<file path="config.mk">
export PLATFORM = sky130hd
export DESIGN_NAME = inductive_presence_psm
export DESIGN_NICKNAME = d
export VERILOG_FILES = /design/src/hw/presence_pkg.sv /design/src/hw/inductive_presence_psm.sv /design/src/hw/timing_sequencer.sv
export SDC_FILE = /design/constraint.sdc
export NUM_CORES = 1
export LEC_CHECK = 0
export BUFFER_PORTS_ARGS = -buffer_cell sky130_fd_sc_hd__buf_2
export CORE_UTILIZATION = 57
export DETAILED_ROUTE_END_ITERATION = 12
export PLACE_DENSITY = 0.77
export SYNTH_ARGS = -nofsm -noshare
export SYNTH_HDL_FRONTEND = slang
export SYNTH_SLANG_ARGS = --single-unit
</file>
<file path="constraint.sdc">
create_clock -name pclk -period 4.19 [get_ports pclk]
set_clock_uncertainty 0.2 [all_clocks]
set_input_delay 0.838 -clock pclk [delete_from_list [all_inputs] [get_ports pclk]]
set_output_delay 0.838 -clock pclk [all_outputs]
set_load 0.01 [all_outputs]
</file>
<file path="src/hw/presence_pkg.sv">
package presence_pkg;
   // ---------------------------------
   // Register map
   // ---------------------------------
   localparam logic [7:0] OFF_CTRL = 8'h00;
   localparam logic [7:0] OFF_STATUS = 8'h04;
   localparam logic [7:0] OFF_MASK = 8'h08;
   localparam logic [7:0] OFF_STATE = 8'h0c;
   localparam logic [2:0] TSM_PAGE = 3'h2;
   localparam int CTRL_EN = 0;
   localparam int CTRL_TRI = 1;
   localparam int CTRL_DLO = 2;
   localparam int CTRL_DHI = 5;
   localparam logic [7:0] CTRL_RESET = 8'h00;
   localparam int ST_CHG = 0;
   localparam int ST_ERR = 1;
   localparam int ST_DONE = 2;
   localparam int ST_W = 3;
   // ---------------------------------
   // Table entry bits
   // ---------------------------------
   localparam int Q_NS_LO = 0;
   localparam int Q_OUT = 1;
   localparam int Q_NS_HI = 3;
   localparam int Q_CHG = 6;
   localparam int Q_ERR = 7;
   localparam int PSM_DEPTH = 32;
   localparam int TSM_DEPTH = 8;
   typedef struct packed {
      logic third;
      logic secondary;
      logic primary;
   } comp_s;
   typedef struct packed {
      logic excite;
      logic latch;
      logic stop;
      logic [4:0] dur;
   } tsm_entry_s;
   localparam tsm_entry_s TSM_EXC = '{excite: 1'b1, latch: 1'b0, stop: 1'b0, dur: 5'h0a};
   localparam tsm_entry_s TSM_WAIT = '{excite: 1'b0, latch: 1'b0, stop: 1'b0, dur: 5'h04};
   localparam tsm_entry_s TSM_SMP = '{excite: 1'b0, latch: 1'b1, stop: 1'b0, dur: 5'h02};
   localparam tsm_entry_s TSM_END = '{excite: 1'b0, latch: 1'b0, stop: 1'b1, dur: 5'h00};
   // ---------------------------------
   // Reset contents of the presence table
   // ---------------------------------
   function automatic logic [7:0] psm_reset(input int idx);
      case (idx)
         1: return 8'h43;
         2, 3, 10: return 8'h80;
         8: return 8'h42;
         9: return 8'h01;
         11: return 8'h81;
         default: return 8'h00;
      endcase
   endfunction
   function automatic logic [8:0] div_ratio(input logic [2:0] lo, input logic [2:0] hi);
      int r;
      r = 2 * (2 * int'(lo) + 1) * (2 * int'(hi) + 1);
      return r[8:0];
   endfunction
endpackage

</file>
<file path="src/hw/inductive_presence_psm.sv">
// Decided for this implementation: the APB register port and the register addresses.
`timescale 1ns/10ps
module inductive_presence_psm (
   // Clock and reset
   input wire logic pclk,
   input wire logic presetn,
   // APB slave
   input wire logic psel,
   input wire logic penable,
   input wire logic pwrite,
   input wire logic [7:0] paddr,
   input wire logic [31:0] pwdata,
   output logic [31:0] prdata,
   output logic pready,
   output logic pslverr,
   // Analog front end
   input wire logic aux_clk,
   input wire presence_pkg::comp_s comp,
   output logic excite,
   // Host
   output logic presence_out,
   output logic irq
);
   // ---------------------------------
   // Registers
   // ---------------------------------
   logic [7:0] ctrl_q;
   logic [presence_pkg::ST_W-1:0] status_q, status_d;
   logic [presence_pkg::ST_W-1:0] mask_q;
   logic [1:0] state_q;
   logic presence_q;
   logic [7:0] entry_q;
   logic [31:0] prdata_q;
   logic [7:0] psm_q [presence_pkg::PSM_DEPTH];
   presence_pkg::tsm_entry_s [7:0] tsm_q;

   // ---------------------------------
   // Bus decode
   // ---------------------------------
   wire setup_rd = psel && !penable && !pwrite;
   wire wr_en = psel && penable && pwrite;
   wire hit_ctrl = (paddr == presence_pkg::OFF_CTRL);
   wire hit_status = (paddr == presence_pkg::OFF_STATUS);
   wire hit_mask = (paddr == presence_pkg::OFF_MASK);
   wire hit_state = (paddr == presence_pkg::OFF_STATE);
   wire hit_tsm = (paddr[7:5] == presence_pkg::TSM_PAGE) && (paddr[1:0] == 2'b00);
   wire hit_psm = paddr[7] && (paddr[1:0] == 2'b00);
   wire hit_any = hit_ctrl || hit_status || hit_mask || hit_state || hit_tsm || hit_psm;
   wire [2:0] tsm_idx = paddr[4:2];
   wire [4:0] psm_widx = paddr[6:2];
   wire [31:0] state_word = {16'h0000, entry_q, 5'h00, presence_q, state_q};
   wire [31:0] rd_data =
      hit_ctrl ? {24'h000000, ctrl_q} :
      hit_status ? {29'h0, status_q} :
      hit_mask ? {29'h0, mask_q} :
      hit_state ? state_word :
      hit_tsm ? {24'h000000, tsm_q[tsm_idx]} :
      hit_psm ? {24'h000000, psm_q[psm_widx]} : 32'h00000000;

   assign pready = 1'b1;
   assign pslverr = psel && penable && !hit_any;
   assign prdata = prdata_q;

   always_ff @(posedge pclk or negedge presetn) begin
      if (!presetn)
         prdata_q <= 32'h00000000;
      else if (setup_rd)
         prdata_q <= rd_data;
   end

   // ---------------------------------
   // Control and table storage
   // ---------------------------------
   always_ff @(posedge pclk or negedge presetn) begin
      if (!presetn) begin
         ctrl_q <= presence_pkg::CTRL_RESET;
         mask_q <= '0;
      end else if (wr_en) begin
         if (hit_ctrl)
            ctrl_q <= pwdata[7:0];
         if (hit_mask)
            mask_q <= pwdata[presence_pkg::ST_W-1:0];
      end
   end

   always_ff @(posedge pclk or negedge presetn) begin
      if (!presetn) begin
         for (int i = 0; i < presence_pkg::PSM_DEPTH; i++)
            psm_q[i] <= presence_pkg::psm_reset(i);
      end else if (wr_en && hit_psm) begin
         psm_q[psm_widx] <= pwdata[7:0];
      end
   end

   always_ff @(posedge pclk or negedge presetn) begin
      if (!presetn) begin
         tsm_q[0] <= presence_pkg::TSM_EXC;
         tsm_q[1] <= presence_pkg::TSM_WAIT;
         tsm_q[2] <= presence_pkg::TSM_SMP;
         for (int i = 3; i < presence_pkg::TSM_DEPTH; i++)
            tsm_q[i] <= presence_pkg::TSM_END;
      end else if (wr_en && hit_tsm) begin
         tsm_q[tsm_idx] <= pwdata[7:0];
      end
   end

   // ---------------------------------
   // Trigger divider
   // ---------------------------------
   wire enabled = ctrl_q[presence_pkg::CTRL_EN];
   wire three_in = ctrl_q[presence_pkg::CTRL_TRI];
   wire [2:0] div_lo = ctrl_q[presence_pkg::CTRL_DLO +: 3];
   wire [2:0] div_hi = ctrl_q[presence_pkg::CTRL_DHI +: 3];
   wire [8:0] ratio = presence_pkg::div_ratio(div_lo, div_hi);
   logic aux_q;
   logic [8:0] div_cnt_q;
   logic trigger_q;
   wire aux_rise = aux_clk && !aux_q;
   wire div_wrap = (div_cnt_q + 9'h001 >= ratio);

   always_ff @(posedge pclk or negedge presetn) begin
      if (!presetn) begin
         aux_q <= 1'b0;
         div_cnt_q <= 9'h000;
         trigger_q <= 1'b0;
      end else begin
         aux_q <= aux_clk;
         trigger_q <= enabled && aux_rise && div_wrap;
         // Reprogramming restarts the count so a smaller ratio never starts past its end
         if (!enabled)
            div_cnt_q <= 9'h000;
         else if (wr_en && hit_ctrl)
            div_cnt_q <= 9'h000;
         else if (aux_rise)
            div_cnt_q <= div_wrap ? 9'h000 : div_cnt_q + 9'h001;
      end
   end

   // ---------------------------------
   // Timing sequencer
   // ---------------------------------
   logic seq_busy;
   logic seq_done;
   presence_pkg::comp_s sample;

   timing_sequencer u_seq (
      .pclk(pclk),
      .presetn(presetn),
      .start(trigger_q),
      .prog(tsm_q),
      .comp(comp),
      .excite(excite),
      .busy(seq_busy),
      .done(seq_done),
      .sample(sample)
   );

   // ---------------------------------
   // Presence state machine
   // ---------------------------------
   // Third input only counts in three-input mode
   wire in_third = three_in && sample.third;
   wire [4:0] psm_idx = {state_q, in_third, sample.secondary, sample.primary};
   wire [7:0] entry = psm_q[psm_idx];
   wire [1:0] next_state = {entry[presence_pkg::Q_NS_HI], entry[presence_pkg::Q_NS_LO]};
   wire ev_change = seq_done && entry[presence_pkg::Q_CHG];
   wire ev_error = seq_done && entry[presence_pkg::Q_ERR];
   wire [presence_pkg::ST_W-1:0] ev_set = {seq_done, ev_error, ev_change};
   wire [presence_pkg::ST_W-1:0] ev_clr =
      (wr_en && hit_status) ? pwdata[presence_pkg::ST_W-1:0] : '0;

   always_ff @(posedge pclk or negedge presetn) begin
      if (!presetn) begin
         state_q <= 2'b00;
         presence_q <= 1'b0;
         entry_q <= 8'h00;
      end else if (seq_done) begin
         state_q <= next_state;
         presence_q <= entry[presence_pkg::Q_OUT];
         entry_q <= entry;
      end
   end

   // ---------------------------------
   // Interrupt status
   // ---------------------------------
   // A new event wins over a clear in the same cycle
   assign status_d = (status_q & ~ev_clr) | ev_set;

   always_ff @(posedge pclk or negedge presetn) begin
      if (!presetn)
         status_q <= '0;
      else
         status_q <= status_d;
   end

   assign irq = |(status_q & mask_q);
   assign presence_out = presence_q;

   // ---------------------------------
   // Checks
   // ---------------------------------
   a_trigger_starts: assert property (@(posedge pclk) disable iff (!presetn)
      trigger_q && !seq_busy |=> seq_busy)
      else $error("trigger did not start the sequencer");
   a_only_trigger: assert property (@(posedge pclk) disable iff (!presetn)
      !seq_busy && !trigger_q |=> !seq_busy)
      else $error("sequencer started without a trigger");
   a_divider_ratio: assert property (@(posedge pclk) disable iff (!presetn)
      $rose(trigger_q) |-> $past(div_cnt_q) + 9'h001 == $past(ratio))
      else $error("trigger not at the divider ratio");
   a_next_state: assert property (@(posedge pclk) disable iff (!presetn)
      seq_done |=> state_q == {$past(entry[3]), $past(entry[0])} && presence_q == $past(entry[1]))
      else $error("next state or output not taken from entry");
   a_two_inputs: assert property (@(posedge pclk) disable iff (!presetn)
      !three_in |-> psm_idx[2] == 1'b0)
      else $error("third input used in two-input mode");
   a_error_flag: assert property (@(posedge pclk) disable iff (!presetn)
      ev_error |=> status_q[presence_pkg::ST_ERR])
      else $error("error entry did not set status");
   a_change_flag: assert property (@(posedge pclk) disable iff (!presetn)
      seq_done && !entry[6] && !(wr_en && hit_status && pwdata[0]) |=> $stable(status_q[0]))
      else $error("change status moved without a change entry");
   a_change_irq: assert property (@(posedge pclk) disable iff (!presetn)
      ev_change && mask_q[presence_pkg::ST_CHG] && !(wr_en && hit_mask) |=> irq)
      else $error("change entry raised no interrupt");
   a_state_hold: assert property (@(posedge pclk) disable iff (!presetn)
      !seq_done |=> $stable(state_q))
      else $error("state moved without an evaluation");
   a_done_status: assert property (@(posedge pclk) disable iff (!presetn)
      seq_done |=> status_q[presence_pkg::ST_DONE])
      else $error("evaluation did not set the done status");
   a_error_irq: assert property (@(posedge pclk) disable iff (!presetn)
      ev_error && mask_q[presence_pkg::ST_ERR] && !(wr_en && hit_mask) |=> irq)
      else $error("error entry raised no interrupt");
   a_change_sticky: assert property (@(posedge pclk) disable iff (!presetn)
      ev_change |=> status_q[presence_pkg::ST_CHG])
      else $error("change entry lost against a clear");
   a_table_write: assert property (@(posedge pclk) disable iff (!presetn)
      wr_en && hit_psm |=> psm_q[$past(psm_widx)] == $past(pwdata[7:0]))
      else $error("table write did not land");
   c_change: cover property (@(posedge pclk) disable iff (!presetn) ev_change);
   c_three_in: cover property (@(posedge pclk) disable iff (!presetn) seq_done && in_third);
   c_table_write: cover property (@(posedge pclk) disable iff (!presetn) wr_en && hit_psm);
   c_error: cover property (@(posedge pclk) disable iff (!presetn) ev_error);
   c_trigger: cover property (@(posedge pclk) disable iff (!presetn) trigger_q ##[1:40] seq_done);
endmodule

</file>
<file path="src/hw/timing_sequencer.sv">
`timescale 1ns/10ps
module timing_sequencer (
   // Clock and reset
   input wire logic pclk,
   input wire logic presetn,
   // Control
   input wire logic start,
   input wire presence_pkg::tsm_entry_s [7:0] prog,
   input wire presence_pkg::comp_s comp,
   // Results
   output logic excite,
   output logic busy,
   output logic done,
   output presence_pkg::comp_s sample
);
   typedef enum logic [2:0] {SEQ_IDLE = 3'b001, SEQ_RUN = 3'b010, SEQ_STOP = 3'b100} seq_e;
   seq_e state_q, state_d;
   logic [2:0] idx_q, idx_d;
   logic [4:0] cnt_q, cnt_d;
   logic excite_q, done_q;
   presence_pkg::comp_s sample_q;
   presence_pkg::tsm_entry_s cur;
   logic last_cycle;
   assign cur = prog[idx_q];
   // Zero duration still takes one period
   assign last_cycle = (cnt_q + 5'h01 >= cur.dur) || (cur.dur == 5'h00);
   always_comb begin
      state_d = state_q;
      idx_d = idx_q;
      cnt_d = cnt_q;
      case (state_q)
         SEQ_IDLE: begin
            if (start) begin
               idx_d = 3'h0;
               cnt_d = 5'h00;
               state_d = prog[0].stop ? SEQ_STOP : SEQ_RUN;
            end
         end
         SEQ_RUN: begin
            cnt_d = cnt_q + 5'h01;
            if (last_cycle) begin
               cnt_d = 5'h00;
               idx_d = idx_q + 3'h1;
               if (idx_q == 3'h7 || prog[idx_q + 3'h1].stop)
                  state_d = SEQ_STOP;
            end
         end
         SEQ_STOP: state_d = SEQ_IDLE;
         default: state_d = SEQ_IDLE;
      endcase
   end
   always_ff @(posedge pclk or negedge presetn) begin
      if (!presetn) begin
         state_q <= SEQ_IDLE;
         idx_q <= 3'h0;
         cnt_q <= 5'h00;
         excite_q <= 1'b0;
         done_q <= 1'b0;
         sample_q <= '0;
      end else begin
         state_q <= state_d;
         idx_q <= idx_d;
         cnt_q <= cnt_d;
         excite_q <= (state_d == SEQ_RUN) && prog[idx_d].excite;
         done_q <= (state_q == SEQ_STOP);
         if (state_q == SEQ_RUN && cur.latch && last_cycle)
            sample_q <= comp;
      end
   end
   assign excite = excite_q;
   assign busy = (state_q != SEQ_IDLE);
   assign done = done_q;
   assign sample = sample_q;
   // ---------------------------------
   // Checks
   // ---------------------------------
   a_stop_one_cycle: assert property (@(posedge pclk) disable iff (!presetn)
      state_q == SEQ_STOP |=> state_q == SEQ_IDLE && done_q)
      else $error("stop state longer than one period");
   a_excite_in_run: assert property (@(posedge pclk) disable iff (!presetn)
      excite_q |-> state_q == SEQ_RUN)
      else $error("excitation outside a running state");
   a_hold_duration: assert property (@(posedge pclk) disable iff (!presetn)
      (state_q == SEQ_RUN && cnt_q == 5'h00 && cur.dur > 5'h01) |=> $stable(idx_q))
      else $error("sequencer state left before its duration");
endmodule

</file>
## Word level (Yosys, flattened, before mapping)

Index checks and enable logic that the tools add are counted.

| word-level totals | value |
|---|---|
| bits in latches | 0 |
| bits in read-only memories | 0 |
| flip-flop bits (word level) | 404 |
| input port bits | 49 |
| output and inout port bits | 37 |
| memory bits (writable) | 0 |
| memories | 0 |

| cells by class | value |
|---|---|
| order comparisons | 10 |
| bitwise operators | 6 |
| equality and inequality tests | 11 |
| div/mod/pow operators | 0 |
| shift-type cells | 0 |
| add/subtract/negate cells | 5 |
| reductions and logical operators | 41 |
| multiplexer cells | 42 |
| $mul | 1 |

Operators with widths:

| kind | count |
|---|---|
| bitwise mux 256 bit | 1 |
| binary-select mux 8 bit (select 3 bit) | 4 |
| binary-select mux 8 bit (select 5 bit) | 2 |
| two-way mux 8 bit | 10 |
| bitwise mux 64 bit | 1 |
| two-way mux 16 bit | 4 |
| demux 8 bit (select 5 bit) | 1 |
| two-way mux 9 bit | 4 |
| demux 8 bit (select 3 bit) | 1 |
| logical AND 1 bit | 22 |
| two-way mux 3 bit | 7 |
| == test 8 x 4 -> 1 bit (second input constant) | 2 |
| less-than comparator 3 x 4 -> 1 bit (second input constant) | 4 |
| greater-or-equal comparator 6 bit (second input constant) | 2 |
| inverter 5 -> 6 bit | 2 |
| one-hot mux 3 bit (2 select lines) | 2 |
| adder 4 x 1 -> 5 bit (second input constant) | 2 |
| two-way mux 5 bit | 2 |
| one-hot mux 5 bit (2 select lines) | 1 |
| adder 9 x 1 -> 9 bit (second input constant) | 1 |
| == test 3 x 2 -> 1 bit (second input constant) | 3 |
| greater-or-equal comparator 9 bit | 1 |
| == test 8 x 3 -> 1 bit (second input constant) | 1 |
| zero test 8 bit | 1 |
| other kinds (22) | 35 |

## Longest topological paths before layout

| depth | value |
|---|---|
| word-level depth | 10 |
| depth in mapped cells | 16 |
| gate-level depth less buffers | 15 |

## Cells and area by module

Synthesis repeated with hierarchy kept, for this count alone.

| second synthesis, totals | value |
|---|---|
| cells, all modules | 1478 |
| area, all modules | 21180.3 um^2 |

By module, submodules not included:

| module | area an instance (um^2) | instances | cells an instance |
|---|---|---|---|
| inductive_presence_psm | 19796.5 | 1 | 1373 |
| timing_sequencer | 1383.8 | 1 | 105 |

## Worst setup path before layout

OpenSTA, ideal clock, no wires.

| timing | value |
|---|---|
| kind | reg-to-reg |
| start point | reg u_seq.idx_q[0] |
| end point | reg u_seq.excite_q, in the netlist u_seq.excite |
| stages on the path, launching flop included | 16 |
| setup slack | -0.041 ns |
| data arrival time | 3.910 ns |
| period minus slack after synthesis | 4.231 ns |
| buffers on the path | 3 |
| cells stage by stage | dfrtp_1 -> buf_6 -> clkbuf_1 -> buf_1 -> mux4_2 -> mux2_2 -> ha_1 -> nor2b_1 -> o21ai_0 -> a31oi_1 -> o31ai_4 -> o21bai_2 -> o2bb2ai_4 -> mux2i_1 -> nor2_1 -> o211a_1 |

| on the way | value |
|---|---|
| longest elaborated chain between the ends | 9 |
| elaborated cells on any way between the ends | 20 |
| classes of those cells | 1 x add/sub; 1 x order compare; 2 x eq/ne; 12 x mux; 4 x reduce/logical |

RTL lines:

| element | line | RTL |
|---|---|---|
| from (decl) | timing_sequencer.sv:18 | `logic [2:0] idx_q, idx_d;` |
| from (signal assigned) | timing_sequencer.sv:62 | `idx_q <= idx_d;` |
| binary-select mux 8 bit (select 3 bit) | timing_sequencer.sv:24 | `assign cur = prog[idx_q];` |
| two-way mux 7 bit (implied by the code) | timing_sequencer.sv:24 |  |
| greater-or-equal comparator 5 bit / zero test 5 bit (equally long branches) | timing_sequencer.sv:26 | `assign last_cycle = (cnt_q + 5'h01 >= cur.dur) \|\| (cur.dur == 5'h00);` |
| logical OR 1 bit | timing_sequencer.sv:26 |  |
| two-way mux 3 bit * | timing_sequencer.sv:41 | `if (last_cycle) begin` |
| one-hot mux 3 bit (2 select lines) * | timing_sequencer.sv:31 | `case (state_q)` |
| via u_seq.idx_d[2] | timing_sequencer.sv:18 |  |
| binary-select mux 8 bit (select 3 bit) * | timing_sequencer.sv:64 | `excite_q <= (state_d == SEQ_RUN) && prog[idx_d].excite;` |
| two-way mux 8 bit (implied by the code) * | timing_sequencer.sv:64 |  |
| logical AND 1 bit * | timing_sequencer.sv:64 |  |
| to (signal assigned) | timing_sequencer.sv:64 |  |
| to (decl) | timing_sequencer.sv:20 | `logic excite_q, done_q;` |

The timed path passes the listed nets; every way through them passes the cells marked *. The select of a mux whose other input is x is not followed.
A chain may end at the register's enable or synchronous reset.

## Final worst setup path

| timing | value |
|---|---|
| start point | reg ctrl_q[6] |
| end point | reg div_cnt_q[5] |

| on the way | value |
|---|---|
| longest elaborated chain between the ends | 7 |

RTL lines:

| element | line | RTL |
|---|---|---|
| from (decl) | inductive_presence_psm.sv:27 | `logic [7:0] ctrl_q;` |
| from (signal assigned) | inductive_presence_psm.sv:76 | `ctrl_q <= presence_pkg::CTRL_RESET;` |
| from (signal assigned) | inductive_presence_psm.sv:80 | `ctrl_q <= pwdata[7:0];` |
| adder 4 x 1 -> 5 bit | presence_pkg.sv:59 | `r = 2 * (2 * int'(lo) + 1) * (2 * int'(hi) + 1);` |
| multiplier 5 x 5 -> 8 bit | presence_pkg.sv:59 |  |
| greater-or-equal comparator 9 bit | inductive_presence_psm.sv:119 | `wire div_wrap = (div_cnt_q + 9'h001 >= ratio);` |
| two-way mux 9 bit | inductive_presence_psm.sv:135 | `div_cnt_q <= div_wrap ? 9'h000 : div_cnt_q + 9'h001;` |
| two-way mux 9 bit | inductive_presence_psm.sv:134 | `else if (aux_rise)` |
| two-way mux 9 bit | inductive_presence_psm.sv:132 | `else if (wr_en && hit_ctrl)` |
| two-way mux 9 bit | inductive_presence_psm.sv:130 | `if (!enabled)` |
| to (signal assigned) | inductive_presence_psm.sv:135 |  |
| to (decl) | inductive_presence_psm.sv:116 | `logic [8:0] div_cnt_q;` |

No other way between the ends. The select of a mux whose other input is x is not followed.

==> out/summary.txt <==
run status -> finished, final reports clean
Via density -> 6.67
multiplexer area fraction after synthesis -> 39.3%
share of synthesized cell area in full adder, half adder and majority cells -> 2.29%
xor-xnor portion of the synthesized cell area -> 0.585%
relative slew slack -> 29.6%
DRT antenna net count -> 0
yosys warns -> 0
minimum period implied by the final worst setup slack -> 4.03 ns
dominant register cell in the synthesized netlist -> dfrtp_1
top area cells in the synthesized netlist -> dfrtp_1 (43%), mux4_2 (20%), mux2_2 (18%)
Avg Cell Area, Syn -> 14.5 sq um
gp weighted congestion -> 0.889
DRT iter0 DRCs -> 1084
I/O Pins -> 86
share of the synthesized area in the top cell type -> 43.2%
cell count after synthesis -> 1447
average routed wire per standard cell -> 26.1 um
highest clock frequency the design can meet -> 248 MHz
slew at the pin closest to its max-slew limit -> 1.06 ns
sequential fraction of the synthesis area -> 46.1%
total vias in the final route -> 13400
largest net degree at the start of global routing -> 99
synth cell count leaders -> dfrtp_1 (362), mux2_2 (343), mux4_2 (183), nor2_1 (75), clkbuf_1 (68)
buffers from clock root to sink, at most -> 3
Worst EP required -> 4.46 ns
wire length of the first global-routing pass -> 83400 um
clock power share -> 46.7%
CTS buffer count -> 42
dominant cell type by count on the critical path -> ha_1
Die Area -> 37500 sq um
wirelength, routed -> 52600 um
Antenna diodes -> 0
final-report max-slew violation count -> 0
Cell Pwr Density -> 342 nW/um^2
standby leakage power -> 10.8 nW
main combinational cell family by area after synthesis -> multiplexers
clock latency reported for the late side of the worst-skew pair -> 0.53 ns
max-cap check violation count -> 0
flip-flop and latch count after synthesis -> 385
clock tree sinks -> 385
share of cells above drive strength 1 -> 49.7%
type of the worst min-delay path -> in2async
Die Width -> 194 um
number of enable flip-flop cells after synthesis -> 0
HPWL after detailed placement -> 35000 um
simple-gate portion of the synthesized area -> 4.64%
buffer type at the clock tree root -> clkbuf_16
Synth Cell Area -> 21000 sq um
number of distinct library cell variants in the gate-level netlist after synthesis -> 63
final number of hold-violating endpoints -> 0
Global Route Usage Sum -> 29.1%
Int Pwr -> 6.21 mW
maximum net fanout on the critical path -> 6
synth-to-layout area growth -> 12.2%
worst setup slack after layout -> 0.163 ns
setup TNS after final layout -> 0 ns
number of levels in the clock H-tree -> 2
Worst setup SP type -> flip-flop
NumNets Final -> 1603
Data arrival, critical path -> 4.29 ns
CP Class -> reg2reg
critical path endpoint category -> flip-flop
total congestion overflow after global routing -> 0
cell-by-cell trace of the critical path -> buf_4, ha_1, ha_1, fa_1, ha_4, ha_4, a21oi_2, nor2_1, nor2_1, xor2_1, ha_1, or2_2, a21oi_2, o21bai_2, buf_4, o22ai_1, a22o_1
Slowest-stage cell, CP -> fa_1
TritonCTS clock tree -> yes
Switch Pwr -> 1.83 mW
worst vdd rail ir drop -> 0.283 mV
number of antenna violations at the first check in global routing -> 0
cell accounting for the most synthesized area -> dfrtp_1
vertical extent of the die -> 194 um
share of power burned in combinational logic -> 5.8%
first-pass iteration count of the detailed router -> 7
area of the core region -> 35900 sq um
Initial Utilization -> 58.4%
number of rows created at floorplan -> 69
portion of total power attributed to sequential cells -> 47.5%
Switching Fraction -> 22.7%
post-place setup slack -> -0.139 ns
CTS clock-pin slew for the worst setup and hold paths -> 0.06 ns
Port-buffer cells -> 44
most used standard cell by instance count after synthesis -> dfrtp_1
share of async-settable or async-resettable flops after synthesis -> 100%
number of DRC violations after detailed routing -> 0
number of global-route vias before repair -> 14000
Crit path largest cell delay -> 0.48 ns
final clock period utilization by the worst path -> 96.1%
final number of setup-violating endpoints -> 0
Compound-Gate Fraction of Synth Area -> 4.18%
count of hold-fix buffers inserted at cts -> 0
[power groups by stage]
stage / Sequential [mW] / Clock (mW) / Combinational [mW]
global placement: 3.88 / 0 / 0.454
global route: 3.83 / 3.97 / 0.504
floorplan: 3.88 / 0 / 0.269
CTS: 3.82 / 3.81 / 0.467
finish: 3.82 / 3.75 / 0.467
detailed placement: 3.88 / 0 / 0.464
[logic make-up after synthesis]
kind of cell             count (synthesis)
other                                    2
AND/OR/NAND/NOR                        202
adder cells (fa/ha/maj)                 36
multiplexers                           551
flip-flops                             385
AO/OA/AOI/OAI                          124
buffers and inverters                  133
XOR/XNOR                                14
[layer usage]
metal / track usage (%) / share of wire, % / vias up
met4: 9.72 / 3.6 / 0
met5: 0 / 0 / -
met1: 40.1 / 40 / 7116
li1: - / - / 5650
met2: 46.2 / 48 / 540
met3: 6.44 / 7.6 / 121
[repair_timing]
item	CTS	global route
setup endpoints to repair	9	10
setup buffers	0	2
gates resized for setup	3	15
pin swaps	0	6
hold endpoints to repair	0	0
[worst paths after layout]
check	start	end	slack [ns]	cells past startpoint
max in group asynchronous	presetn	psm_q[176]	2.70	2
hold reg to reg	entry_q[6]	prdata[14]	0.29	1
setup reg to reg	ctrl_q[6]	div_cnt_q[5]	0.16	17
min in group pclk	aux_clk	aux_q	0.23	1
hold / removal	presetn	tsm_q[23]	0.07	1
setup / recovery	ctrl_q[6]	div_cnt_q[5]	0.16	17
[area by class of cell]
cell class              instances  area, sq um
clock buffers                  69         1320
clock inverters                 9         95.1
fillers                      2494        12400
inverters                      18         67.6
multi-input cells             944        10800
flip-flops and latches        385         9670
well taps                     461          577
repair buffers                127          950
[stage by stage]
step | util [%] | hold slack [ns] | instances | instance area (sq um) | total power [mW]
2_1_floorplan | - | 0.235 | 1462 | 21000 | 4.15
3_3_place_gp | 61.2 | 0.264 | 1933 | 22000 | 4.33
3_5_place_dp | 61.2 | 0.280 | 1933 | 22000 | 4.35
4_1_cts | 65.2 | 0.105 | 2011 | 23400 | 8.09
5_1_grt | 65.5 | 0.128 | 2013 | 23500 | 8.30
6_report | 65.5 | 0.0706 | 2013 | 23500 | 8.04
[cells in the final DEF (no fill, tap or decap), drive strengths merged, types with 25 or more instances in the layout]
cell type	Yosys	final
mux2	343	343
mux2i	25	25
a21oi	30	30
nand2	45	45
buf	47	127
clkbuf	68	69
mux4	183	183
ha	32	32
dfrtp	362	362
nor2	75	75
[sequential cells by signal (all words and copies together) (netlist names), 3 cells and up]
signal / count
u_seq.idx_q: 3
entry_q: 7
ctrl_q: 8
status_q: 3
tsm_q: 64
u_seq.cnt_q: 5
prdata: 16
u_seq.sample: 3
u_seq.state_q: 3
mask_q: 3
psm_q: 256
div_cnt_q: 9
[critical path: cells and delay by family (launching register included)]
family	cells	cell delay [ns]
AND/OR/NAND/NOR	3	0.47
buffers and inverters	2	0.31
flip-flops	1	0.41
XOR/XNOR	1	0.18
AO/OA/AOI/OAI	5	0.68
adder cells (fa/ha/maj)	6	1.70
Power figures use the tool's default switching activity.
